$ cat src/logic/btc_pkg.sv
/*
  Shared constants for the block transfer channel: processor command codes,
  byte-bus control codes, device status bits and the channel's own address.
  Assumes nothing beyond a SystemVerilog compiler.
*/
package btc_pkg;

  // ------------------------------------------------------------
  // processor-side control codes (ctl byte)
  // ------------------------------------------------------------
  localparam logic [7:0] CTL_NONE    = 8'h00;
  localparam logic [7:0] CTL_ADDR    = 8'h01; // data lines carry address
  localparam logic [7:0] CTL_DATA_WR = 8'h02; // processor writes a byte
  localparam logic [7:0] CTL_DATA_RD = 8'h04; // processor reads a byte
  localparam logic [7:0] CTL_CMD     = 8'h08; // command byte
  localparam logic [7:0] CTL_STATUS  = 8'h10; // status request

  // ------------------------------------------------------------
  // channel command byte fields and codes
  // ------------------------------------------------------------
  localparam logic [7:0] CMD_STOP    = 8'h00;
  localparam logic [7:0] CMD_DIR_IN  = 8'h01; // device to memory
  localparam logic [7:0] CMD_DIR_OUT = 8'h02; // memory to device
  localparam logic [7:0] CMD_GO      = 8'h04;
  localparam logic [7:0] CMD_SEL_FH  = 8'h10; // next data byte: final hi
  localparam logic [7:0] CMD_SEL_FL  = 8'h11;
  localparam logic [7:0] CMD_SEL_AH  = 8'h12;
  localparam logic [7:0] CMD_SEL_AL  = 8'h13;

  // ------------------------------------------------------------
  // device status bits and counts
  // ------------------------------------------------------------
  localparam int         STAT_BUSY_BIT = 4;
  localparam logic [7:0] STAT_FAIL_MSK = 8'hE0; // bits 7..5
  localparam int         MAX_DEVICES   = 25;
  localparam logic [7:0] CHAN_ADDR     = 8'hF0; // channel's own address

endpackage : btc_pkg

$ cat src/logic/btc_bus_if.sv
/*
  Carrier joining the channel and a device controller over the byte bus.
  Assumes both ends run on the same clock.
*/
`timescale 1ns/100ps
`default_nettype none
interface btc_bus_if;
  logic [7:0] data_out;   // channel to controllers
  logic [7:0] data_in;    // controllers to channel
  logic [7:0] ctl;        // control lines
  logic       hs_reply;   // handshake_reply
  logic       irq_line;   // interrupt_request_line
  logic       sys_clear;  // system_clear

  modport chan (output data_out, output ctl, output sys_clear,
                input data_in, input hs_reply, input irq_line);
  modport ctrl (input data_out, input ctl, input sys_clear,
                output data_in, output hs_reply, output irq_line);
endinterface : btc_bus_if
`default_nettype wire

$ cat src/logic/btc_addr_unit.sv
/*
  Current address counter and final address register with compare.
  Assumes the channel supplies one-cycle load and increment strobes.
*/
`timescale 1ns/100ps
`default_nettype none
module btc_addr_unit
  import btc_pkg::*;
(
  // clock and reset
  input  wire logic        clk_i,
  input  wire logic        rst_i,
  // byte loads
  input  wire logic [7:0]  byte_i,
  input  wire logic [3:0]  load_i,   // fh, fl, ah, al
  input  wire logic        inc_i,
  // state
  output logic [15:0] cur_o,
  output logic [15:0] fin_o,
  output logic        match_o,
  output logic        carry_o
);
  logic [15:0] cur_reg;
  logic [15:0] fin_reg;
  logic [16:0] cur_sum;

  assign cur_sum = {1'b0, cur_reg} + 17'h00001;
  assign cur_o   = cur_reg;
  assign fin_o   = fin_reg;
  assign match_o = (cur_reg == fin_reg);
  // carry of the pending step, so the sequencer ends in the cycle the counter wraps to 0000
  assign carry_o = cur_sum[16];

  // ----------------------------------------------------------
  // registers: bytewise loads, increment
  // ----------------------------------------------------------
  always_ff @(posedge clk_i) begin
    if (rst_i) begin
      cur_reg   <= 16'h0000;
      fin_reg   <= 16'h0000;
    end else begin
      if (load_i[3]) fin_reg[15:8] <= byte_i;
      if (load_i[2]) fin_reg[7:0]  <= byte_i;
      if (load_i[1]) cur_reg[15:8] <= byte_i;
      if (load_i[0]) cur_reg[7:0]  <= byte_i;
      if (load_i == 4'h0 && inc_i)
        cur_reg <= cur_sum[15:0];
    end
  end
endmodule : btc_addr_unit
`default_nettype wire

$ cat src/logic/btc_channel.sv
/*
  Block transfer channel end: processor byte port, memory port, and the
  channel side of the device byte bus.
  Assumes the memory answers a granted request within bounded time, and the
  processor ports are on the channel clock.
*/
`timescale 1ns/100ps
`default_nettype none
module btc_channel
  import btc_pkg::*;
(
  // clock and reset
  input  wire logic        CLK_I,
  input  wire logic        SYS_RST_I,
  // processor i/o bus
  input  wire logic [7:0]  PROC_DATA_I,
  input  wire logic [7:0]  PROC_CTL_I,
  output logic [7:0]       PROC_DATA_O,
  output logic             PROC_REPLY_O,
  output logic             PROC_IRQ_O,
  // high-speed memory bus
  output logic             MEM_REQ_O,
  input  wire logic        MEM_GNT_I,
  output logic             MEM_WE_O,
  output logic [15:0]      MEM_ADDR_O,
  output logic [15:0]      MEM_WDATA_O,
  input  wire logic [15:0] MEM_RDATA_I,
  input  wire logic        MEM_DONE_I,
  // device byte bus
  btc_bus_if.chan          bus
);
  typedef enum logic [3:0] {
    ST_IDLE  = 4'h0, ST_MREQ = 4'h1, ST_MWAIT = 4'h2, ST_STAT = 4'h3,
    ST_SWAIT = 4'h4, ST_XFER = 4'h5, ST_XWAIT = 4'h6, ST_INC  = 4'h7,
    ST_DONE  = 4'h8
  } btc_state_t;

  btc_state_t  state_reg, state_next;
  logic        addressed_reg, dir_out_reg, stop_reg, first_reg, irq_reg;
  logic [1:0]  sel_reg;       // pending address-byte destination
  logic        sel_vld_reg;
  logic        idx_reg;       // byte lane used from word buffer
  logic [15:0] memory_word_buffer_reg;
  logic [7:0]  pdata_reg, bdata_reg, bctl_reg;
  logic        preply_reg, mreq_reg, mwe_reg, clr_reg;
  logic        irq_out_reg;
  logic [2:0]  hs_sync, irq_sync;
  logic [15:0] cur, fin;
  logic        match, carry;
  logic [3:0]  ld;

  // synchronised pin inputs: stages 1 and 2 must both be high
  wire hs_ok    = hs_sync[1] & hs_sync[2];
  wire irq_pin  = irq_sync[1] & irq_sync[2];
  wire busy     = (state_reg != ST_IDLE) && (state_reg != ST_DONE);
  wire is_addr  = PROC_CTL_I == CTL_ADDR;
  // own address stays off the device bus: the controller keeps its selection
  wire own_addr = is_addr && (PROC_DATA_I == CHAN_ADDR);
  wire is_cmd   = addressed_reg && (PROC_CTL_I == CTL_CMD);
  wire is_wr    = addressed_reg && (PROC_CTL_I == CTL_DATA_WR);
  wire is_rd    = addressed_reg && (PROC_CTL_I == CTL_DATA_RD);
  wire is_stat  = addressed_reg && (PROC_CTL_I == CTL_STATUS);
  wire go_cmd   = is_cmd && !busy && PROC_DATA_I == CMD_GO;
  wire stop_cmd = is_cmd && busy && PROC_DATA_I == CMD_STOP;
  wire fail     = |(bus.data_in & STAT_FAIL_MSK);
  wire dev_busy = bus.data_in[STAT_BUSY_BIT];
  wire in_mem   = (state_reg == ST_MREQ) || (state_reg == ST_MWAIT);
  wire stop_now = (stop_reg || stop_cmd) && !in_mem;

  // address byte loads ignored while busy
  assign ld = (is_wr && sel_vld_reg && !busy) ?
              (4'h8 >> sel_reg) : 4'h0;

  btc_addr_unit u_addr (
    .clk_i   (CLK_I),
    .rst_i   (SYS_RST_I),
    .byte_i  (PROC_DATA_I),
    .load_i  (ld),
    .inc_i   (state_reg == ST_INC),
    .cur_o   (cur),
    .fin_o   (fin),
    .match_o (match),
    .carry_o (carry)
  );

  // ----------------------------------------------------------
  // transfer sequencer
  // ----------------------------------------------------------
  always_comb begin
    state_next = state_reg;
    unique case (state_reg)
      ST_IDLE:  if (go_cmd) state_next = dir_out_reg ? ST_MREQ : ST_STAT;
      ST_MREQ:  if (MEM_GNT_I) state_next = ST_MWAIT;
      ST_MWAIT: if (MEM_DONE_I) begin
                  if (stop_reg) state_next = ST_DONE;
                  else if (dir_out_reg) state_next = ST_STAT;
                  else if (match) state_next = ST_DONE;
                  else state_next = ST_INC;
                end
      // wait for the last reply to fall, so a stale one is never taken
      ST_STAT:  if (stop_now) state_next = ST_DONE;
                else if (!hs_ok) state_next = ST_SWAIT;
      ST_SWAIT: if (stop_now) state_next = ST_DONE;
                else if (hs_ok && !dev_busy)
                  state_next = fail ? ST_DONE : ST_XFER;
      ST_XFER:  if (stop_now) state_next = ST_DONE;
                else if (!hs_ok) state_next = ST_XWAIT;
      ST_XWAIT: if (stop_now) state_next = ST_DONE;
                else if (hs_ok) begin
                  if (!dir_out_reg && (match || idx_reg))
                    state_next = ST_MREQ;
                  else if (match) state_next = ST_DONE;
                  else state_next = ST_INC;
                end
      ST_INC:   if (carry || stop_now) state_next = ST_DONE;
                else if (dir_out_reg && cur[0] == 1'b1)
                  state_next = ST_MREQ;           // odd byte: word used
                else state_next = ST_STAT;
      ST_DONE:  state_next = ST_IDLE;
      default:  state_next = ST_IDLE;
    endcase
  end

  // ----------------------------------------------------------
  // state and control registers
  // ----------------------------------------------------------
  always_ff @(posedge CLK_I) begin
    if (SYS_RST_I) begin
      state_reg <= ST_IDLE;
      addressed_reg <= 1'b0;
      dir_out_reg <= 1'b0;
      stop_reg <= 1'b0;
      first_reg <= 1'b0;
      irq_reg <= 1'b0;
      sel_reg <= 2'h0;
      sel_vld_reg <= 1'b0;
      hs_sync <= 3'h0;
      irq_sync <= 3'h0;
    end else begin
      state_reg <= state_next;
      hs_sync <= {hs_sync[1:0], bus.hs_reply};
      irq_sync <= {irq_sync[1:0], bus.irq_line};
      if (is_addr) addressed_reg <= (PROC_DATA_I == CHAN_ADDR);
      if (is_cmd && !busy) begin
        if (PROC_DATA_I == CMD_DIR_OUT) dir_out_reg <= 1'b1;
        if (PROC_DATA_I == CMD_DIR_IN) dir_out_reg <= 1'b0;
        if (PROC_DATA_I[7:4] == CMD_SEL_FH[7:4]) begin
          sel_reg <= PROC_DATA_I[1:0];
          sel_vld_reg <= 1'b1;
        end
      end
      if (ld != 4'h0) sel_vld_reg <= 1'b0;
      // readout gives the high byte first, then the low byte
      if (state_next == ST_DONE) first_reg <= 1'b1;
      else if (is_rd && preply_reg) first_reg <= 1'b0;
      stop_reg <= busy && (stop_reg || stop_cmd);
      // raise wins over acknowledge in the same cycle
      if (state_next == ST_DONE) irq_reg <= 1'b1;
      else if (is_stat) irq_reg <= 1'b0;
    end
  end

  // ----------------------------------------------------------
  // word buffer and byte steering
  // ----------------------------------------------------------
  always_ff @(posedge CLK_I) begin
    if (SYS_RST_I) begin
      memory_word_buffer_reg <= 16'h0000;
      idx_reg <= 1'b0;
    end else begin
      if (state_reg == ST_MWAIT && MEM_DONE_I && dir_out_reg)
        memory_word_buffer_reg <= MEM_RDATA_I;
      if (state_reg == ST_XWAIT && hs_ok && !dir_out_reg) begin
        if (cur[0]) memory_word_buffer_reg[7:0] <= bus.data_in;
        else memory_word_buffer_reg[15:8] <= bus.data_in;
      end
      idx_reg <= cur[0];
    end
  end

  // ----------------------------------------------------------
  // output drivers, all registered
  // ----------------------------------------------------------
  always_ff @(posedge CLK_I) begin
    if (SYS_RST_I) begin
      pdata_reg <= 8'h00;
      preply_reg <= 1'b0;
      bdata_reg <= 8'h00;
      bctl_reg <= 8'h00;
      mreq_reg <= 1'b0;
      mwe_reg <= 1'b0;
      clr_reg <= 1'b1;
      irq_out_reg <= 1'b0;
    end else begin
      clr_reg <= 1'b0;
      irq_out_reg <= irq_reg | irq_pin;
      mreq_reg <= in_mem && state_next != ST_DONE && state_next != ST_IDLE
                  && !(state_reg == ST_MWAIT && MEM_DONE_I);
      mwe_reg <= !dir_out_reg;
      preply_reg <= (addressed_reg && PROC_CTL_I != CTL_NONE) ||
                    (!addressed_reg && hs_ok);
      if (is_stat)   // device status with busy bit forced low
        pdata_reg <= bus.data_in & ~(8'h01 << STAT_BUSY_BIT);
      else if (is_rd)
        pdata_reg <= first_reg ? cur[15:8] : cur[7:0];
      else pdata_reg <= bus.data_in;
      if (!addressed_reg && !busy && !own_addr) begin
        bdata_reg <= PROC_DATA_I;
        bctl_reg <= PROC_CTL_I;
      end else if (state_reg == ST_SWAIT) begin
        bctl_reg <= CTL_STATUS;
      end else if (state_reg == ST_XWAIT) begin
        bctl_reg <= dir_out_reg ? CTL_DATA_WR : CTL_DATA_RD;
        bdata_reg <= cur[0] ? memory_word_buffer_reg[7:0]
                            : memory_word_buffer_reg[15:8];
      end else bctl_reg <= CTL_NONE;
    end
  end

  assign PROC_DATA_O  = pdata_reg;
  assign PROC_REPLY_O = preply_reg;
  assign PROC_IRQ_O   = irq_out_reg;
  assign MEM_REQ_O    = mreq_reg;
  assign MEM_WE_O     = mwe_reg;
  assign MEM_ADDR_O   = {cur[15:1], 1'b0};
  assign MEM_WDATA_O  = memory_word_buffer_reg;
  assign bus.data_out  = bdata_reg;
  assign bus.ctl       = bctl_reg;
  assign bus.sys_clear = clr_reg;
endmodule : btc_channel
`default_nettype wire

$ cat src/flat_wrapper.sv
// flat-port wrapper written by rule: the top's interface ports become plain ports
module btc_channel_flat import btc_pkg::*;
  (CLK_I, SYS_RST_I, PROC_DATA_I, PROC_CTL_I, PROC_DATA_O, PROC_REPLY_O, PROC_IRQ_O, MEM_REQ_O, MEM_GNT_I, MEM_WE_O, MEM_ADDR_O, MEM_WDATA_O, MEM_RDATA_I, MEM_DONE_I, bus_data_out, bus_ctl, bus_sys_clear, bus_data_in, bus_hs_reply, bus_irq_line);
  btc_bus_if bus_i ();
  input  wire logic CLK_I;
  input  wire logic SYS_RST_I;
  input  wire logic [7:0] PROC_DATA_I;
  input  wire logic [7:0] PROC_CTL_I;
  output logic [7:0] PROC_DATA_O;
  output logic PROC_REPLY_O;
  output logic PROC_IRQ_O;
  output logic MEM_REQ_O;
  input  wire logic MEM_GNT_I;
  output logic MEM_WE_O;
  output logic [15:0] MEM_ADDR_O;
  output logic [15:0] MEM_WDATA_O;
  input  wire logic [15:0] MEM_RDATA_I;
  input  wire logic MEM_DONE_I;
  output wire logic [$bits(bus_i.data_out)-1:0] bus_data_out;
  output wire logic [$bits(bus_i.ctl)-1:0] bus_ctl;
  output wire logic [$bits(bus_i.sys_clear)-1:0] bus_sys_clear;
  input wire logic [$bits(bus_i.data_in)-1:0] bus_data_in;
  input wire logic [$bits(bus_i.hs_reply)-1:0] bus_hs_reply;
  input wire logic [$bits(bus_i.irq_line)-1:0] bus_irq_line;
  assign bus_data_out = bus_i.data_out;
  assign bus_ctl = bus_i.ctl;
  assign bus_sys_clear = bus_i.sys_clear;
  assign bus_i.data_in = bus_data_in;
  assign bus_i.hs_reply = bus_hs_reply;
  assign bus_i.irq_line = bus_irq_line;
  btc_channel u_core (.CLK_I(CLK_I), .SYS_RST_I(SYS_RST_I), .PROC_DATA_I(PROC_DATA_I), .PROC_CTL_I(PROC_CTL_I), .PROC_DATA_O(PROC_DATA_O), .PROC_REPLY_O(PROC_REPLY_O), .PROC_IRQ_O(PROC_IRQ_O), .MEM_REQ_O(MEM_REQ_O), .MEM_GNT_I(MEM_GNT_I), .MEM_WE_O(MEM_WE_O), .MEM_ADDR_O(MEM_ADDR_O), .MEM_WDATA_O(MEM_WDATA_O), .MEM_RDATA_I(MEM_RDATA_I), .MEM_DONE_I(MEM_DONE_I), .bus(bus_i));
endmodule
$ cat config.mk
export PLATFORM = sky130hd
export DESIGN_NAME = btc_channel_flat
export DESIGN_NICKNAME = d
export VERILOG_FILES = /design/src/logic/btc_pkg.sv /design/src/logic/btc_bus_if.sv /design/src/logic/btc_addr_unit.sv /design/src/logic/btc_channel.sv /design/src/flat_wrapper.sv
export SDC_FILE = /design/constraint.sdc
export NUM_CORES = 1
export LEC_CHECK = 0
export BUFFER_PORTS_ARGS = -buffer_cell sky130_fd_sc_hd__buf_4
export CORE_MARGIN = 4
export CORE_UTILIZATION = 44
export CTS_BUF_LIST = sky130_fd_sc_hd__clkbuf_16
export CTS_CLUSTER_DIAMETER = 60
export DETAILED_ROUTE_END_ITERATION = 8
export GPL_ROUTABILITY_DRIVEN = 0
export HOLD_SLACK_MARGIN = 0.12
export PLACE_DENSITY = 0.69
export SETUP_SLACK_MARGIN = 0.4
export SYNTH_ARGS = -nofsm -noshare
export SYNTH_HDL_FRONTEND = slang
export SYNTH_SLANG_ARGS = --single-unit
$ cat constraint.sdc
create_clock -name CLK_I -period 1.65 [get_ports CLK_I]
set_input_delay 0.0825 -clock CLK_I [delete_from_list [all_inputs] [get_ports CLK_I]]
set_output_delay 0.0825 -clock CLK_I [all_outputs]
set_load 0.1 [all_outputs]
[After elaboration in Yosys (flattened, before gate mapping)]
Index checks and enable logic that the tools add are counted.
Cells by class
  $add $sub $neg: 1
  reduce and logical (&&, ||, !) cells: 61
  mux-type cells: 46
  shift operators: 1
  bitwise operators: 3
  eq/ne operators: 22
Operator list (number)
  2-to-1 mux 8 bit: 14
  2-to-1 mux 4 bit: 18
  2-to-1 mux 16 bit: 3
  case mux 4 bit (8 select lines): 1
  logical AND 1 bit: 30
  adder 16 x 1 -> 17 bit, second input constant: 1
  == test 16 bit: 1
  == test 4 x 3 -> 1 bit, second input constant: 4
  == test 8 x 1 -> 1 bit, second input constant: 2
  == test 8 x 2 -> 1 bit, second input constant: 2
  == test 8 x 3 -> 1 bit, second input constant: 2
  nonzero test 2 bit: 6
  nonzero test 4 bit: 3
  == test 4 x 1 -> 1 bit, second input constant: 2
  == test 4 x 2 -> 1 bit, second input constant: 2
  == test 8 x 4 -> 1 bit, second input constant: 1
  == test 8 x 5 -> 1 bit, second input constant: 1
  == test 8 bit, second input constant: 1
  zero test 4 bit: 2
  zero test 8 bit: 1
  inequality test 4 bit, second input constant: 2
  nonzero test 8 bit: 1
  zero test 1 bit: 7
  2-to-1 mux 1 bit: 7
  other kinds (11): 20
Storage, ports and cells
  word-level logic and storage cells: 159
  output and inout bits: 61
  bits in registers: 96

[Longest topological paths before layout]
  depth after elaboration: 13
  mapped depth: 8
  depth with buffers taken out: 6

[Cells and area by module]
A second synthesis with hierarchy kept.
Second synthesis, totals
  cell total of the unflattened synthesis: 537
  area total of the unflattened synthesis: 4933.5 sq um
By module, submodules not included
  btc_channel: area each 3193.1 sq um, seq. area each 1281.2 sq um, instances 1, cells each 343
  btc_addr_unit: area each 1740.4 sq um, seq. area each 640.6 sq um, instances 1, cells each 194

[Worst setup path before layout]
No wires, ideal clock.
  path kind: register -> register
  start point: reg u_core.u_addr.cur_reg[11], in the netlist u_core.u_addr.cur_o[11]
  end point: reg u_core.state_reg[1]
  library setup time: 138 ps
  stages on the path, launching flop included: 8
  path slack: -198 ps
  period minus slack after synthesis: 1848 ps
  data arrival time: 1710 ps
  path through: dfxtp_1 clkbuf_1 xnor2_1 nand4_1 nor4_1 nor2_1 o31ai_1 o311ai_2
On the way
  longest elaborated chain between the ends: 7
RTL lines
  from (decl): line btc_addr_unit.sv:23  | logic [15:0] cur_reg;
  from (signal assigned): line btc_addr_unit.sv:44  | if (load_i[1]) cur_reg[15:8] <= byte_i;
  from (signal assigned): line btc_addr_unit.sv:47  | cur_reg <= cur_sum[15:0];
  parallel branches: the longest is 6 deep, another holds adder 16 x 1 -> 17 bit
  case mux 4 bit (8 select lines) *: line btc_channel.sv:91  | unique case (state_reg)
  to (signal assigned): line btc_channel.sv:140  | state_reg <= state_next;
  to (decl): line btc_channel.sv:38  | btc_state_t state_reg, state_next;
Every way passes the cells marked *.
A chain may end at the register's enable or synchronous reset.

[Worst setup path after layout]
  start point: reg u_core.state_reg[2]
  end point: reg u_core.state_reg[1]
On the way
  longest elaborated chain between the ends: 9
RTL lines
  inequality test 4 bit / nonzero test 4 bit (equally long branches): line btc_channel.sv:55  | wire busy = (state_reg != ST_IDLE) && (state_reg != ST_DONE);
  logical AND 1 bit: line btc_channel.sv:55
  logical AND 1 bit (2 in a row): line btc_channel.sv:64  | wire stop_cmd = is_cmd && busy && PROC_DATA_I == CMD_STOP;
  logical OR 1 bit: line btc_channel.sv:68  | wire stop_now = (stop_reg || stop_cmd) && !in_mem;
  logical AND 1 bit: line btc_channel.sv:68
  logical OR 1 bit: line btc_channel.sv:115  | ST_INC: if (carry || stop_now) state_next = ST_DONE;
  2-to-1 mux 4 bit: line btc_channel.sv:115
  case mux 4 bit (8 select lines) *: line btc_channel.sv:91
Every way passes the cells marked *; elsewhere a longest branch is shown, timed or not.

==> summary.txt <==
Met2 global-route usage -> 46.9%
Synth Cell Area -> 4940 um^2
Worst reg-to-reg setup slack -> -0.29 ns
Worst setup path class -> flop to flop
Vias -> 5644
Die Wd -> 114 um
Root Buffer Master -> clkbuf_16
Worst path bufs/invs -> 0
Hold WC Path Type -> primary input to flop
Failing checks -> negative setup slack
Critical path's top delay family -> simple AND/OR/NAND/NOR gates
Clock latency on the worst-skew pair -> 0.36 ns
Initial Util -> 45.3%
Avg WL per Cell -> 21.7 um
LEAKAGE -> 0.00329 uW
Met3 usage -> 5.84%
Slowest CP cell -> or4b_4
CTS tree -> done
Pin slew with the least headroom to its limit -> 0.523 ns
TritonCTS Buffers -> 9
Fmax -> 515 MHz
Initial antenna violation count -> 0
DP HPWL -> 12000 um
Area Growth Syn to Fin -> 66.8%
Largest net degree at the start of global routing -> 37
Initial DRT Pass Iterations -> 5
I/O pin count -> 107
Slew HR -> 65.2%
Number of register bits inferred by synthesis -> 96
Detail Route Antenna Nets -> 0
Arrival time worst endpoint -> 2.21 ns
CP endpoint kind -> flop
Worst Path Max Fanout -> 6
Layout cells sized above 1 -> 52.9%
Seq/Total Area, Yosys -> 38.9%
Warnings, synthesis -> 0
RSZ-0062 raised after global routing -> true
Die height -> 114 um
Max incr delay on CP -> 0.56 ns
# diodes -> 0
Port Buffer Count -> 105
Die ar. -> 13000 um^2
GR Overflow Total -> 0
Setup WS post-layout -> -0.292 ns
Initial DRC Count -> 581
Syn Area/Cell -> 8.56 um^2
Met1 usage -> 37.9%
CTS sink count -> 96
PwrDens -> 610 nW/um^2
Total Routing Usage GR -> 29.3%
DRC viols -> 0
First-pass GRT wire length -> 29900 um
Via density -> 6.03
Library cells used by synthesis -> 72
Cells after Synth -> 577
Tcrit/Tclk final -> 118%
Final #Nets -> 840
Final Hold Fails -> 0
Post-Place Cells -> 853
# rows -> 38
Max_cap viols -> 0
Vias in the first global route -> 5578
Worst VDD drop -> 408 uV
Gr busiest metal -> met2
Total power -> 5020 uW
Worst EP required -> 1.91 ns
Htree depth -> 3
Most used DFF post-synth -> dfxtp_1
Count of final max-slew check failures -> 0
Total Wirelength -> 20300 um
Number of enable flip-flop cells after synthesis -> 0
Synthesized Nets -> 624
Setup violators final -> 72
CP Launch Type -> flop
Status -> complete, but fails checks
Final clock skew -> 0.00984 ns
Max Root-Sink Buffers -> 2
Finished Layout Cells -> 936
Fillers -> 704
Cells along the critical path -> nor3_4, nand3_2, or4b_4, nor3_2, a21oi_1, o311ai_2
Clock slew at reported path FFs -> 0.07 ns
Tmin final -> 1.94 ns
Async S/R FF share, synth -> 0%
Core Region -> 10900 um^2
[routing by layer]
layer  wire (um)  share of wire (%)
met5           0                  0
met4         981                4.8
met3        2270                 11
met2        9460                 47
met1        7620                 37
[area by class of cell]
class / instances / area (um^2) / area share, %
clock buffers: 9 / 225 / 2.74
repair buffers: 261 / 2370 / 28.7
clock inverters: 5 / 36.3 / 0.441
multi-input cells: 420 / 3450 / 41.9
flip-flops and latches: 96 / 1960 / 23.9
inverters: 5 / 18.8 / 0.228
well taps: 140 / 175 / 2.13
[logic make-up (layout without fill, tap and decap cells)]
group | after synthesis | count (layout) | share of synthesized area (%)
buf+inv | 61 | 280 | 7.48
mux | 35 | 35 | 7.10
fa+ha+maj | 1 | 1 | 0.253
simple gates | 240 | 240 | 25.3
other cells | 1 | 1 | 0.0760
compound gates | 126 | 126 | 17.9
flops | 96 | 96 | 38.9
xor+xnor | 17 | 17 | 3.02
[tightest hold or removal path, delay by kind of cell]
family | cells | cell delay (ns)
compound gates | 1 | 0.05
simple gates | 1 | 0.09
buf+inv | 2 | 0.19
[synthesized netlist by cell type, drive strengths merged (2+ instances only)]
library cell | number | share of area [%]
a211oi | 27 | 4.1
a21boi | 3 | 0.46
a21o | 2 | 0.30
a21oi | 35 | 3.5
a221oi | 9 | 1.6
a222oi | 3 | 0.61
a22oi | 2 | 0.30
a2bb2oi | 2 | 0.35
a311oi | 4 | 1.2
a31oi | 3 | 0.38
and2 | 5 | 0.68
and3 | 11 | 1.4
and4 | 4 | 0.71
and4b | 2 | 0.43
buf | 28 | 4.1
clkbuf | 26 | 2.5
dfxtp | 96 | 39
inv | 5 | 0.38
mux2i | 35 | 7.1
nand2 | 59 | 4.5
nand2b | 5 | 0.63
nand3 | 10 | 1.1
nand3b | 3 | 0.46
nand4 | 14 | 1.9
nor2 | 84 | 6.4
nor2b | 11 | 1.4
nor3 | 13 | 1.6
nor4 | 8 | 1.6
o211a | 2 | 0.41
o211ai | 2 | 0.30
o21ai | 17 | 1.7
o22ai | 3 | 0.38
o31ai | 4 | 0.61
or2b | 2 | 0.30
or3 | 3 | 0.38
xnor2 | 16 | 2.8
[final timing paths]
check,depth (start not counted),endpoint,start
max reg2reg,6,u_core.state_reg[1],u_core.state_reg[2]
min,4,u_core.bus.ctl[4],PROC_CTL_I[4]
min reg2reg,1,u_core.hs_sync[1],u_core.hs_sync[0]
max,6,u_core.state_reg[1],u_core.state_reg[2]
[metrics by stage]
stage	util, %	hold WS, ns	cell area (um^2)	TNS (ns)	setup WS [ns]
floorplan	-	0.110	5190	-1.29	-0.0878
detailed placement	58.9	0.299	6410	-3.67	-0.197
global placement	58.9	0.297	6410	-2.93	-0.173
global route	75.6	0.138	8230	-11.92	-0.307
finish	75.6	0.0975	8230	-8.84	-0.292
CTS	72.1	0.0210	7850	-3.35	-0.162
[where the power goes]
part	total (uW)	internal, uW	leakage, uW	switching, uW
registers	2360	2340	0.000794	18.5
logic	712	231	0.00237	481
clock network	1950	1010	0.000121	944
[placed cells by master (no fill, tap or decap), types with 5 or more instances in the layout]
cell type,instances
buf_4,180
dfxtp_1,76
nor2_1,57
nand2_1,39
buf_6,36
mux2i_1,30
dlygate4sd3_1,30
nor2_4,23
a211oi_2,21
a21oi_1,20
a21oi_2,15
nand2_2,14
nand4_1,13
dfxtp_2,13
xnor2_1,9
and3_1,9
clkbuf_16,9
nor2b_1,8
nor3_1,8
o21ai_0,8
a221oi_2,8
xnor2_2,7
buf_12,7
dfxtp_4,7
nand3_1,6
mux2i_2,5
nand2_4,5
o21ai_2,5
inv_1,5
[repair_timing]
item | in CTS | in global routing
hold buffers | 29 | 1
gates resized for setup | 160 | 76
buffers inserted | 25 | 8
setup endpoints to repair | 87 | 94
gates cloned | 6 | 0
endpoints found under the hold margin | 34 | 1
pin swaps | 64 | 43
No activity file was read; power rests on OpenSTA's default activity.
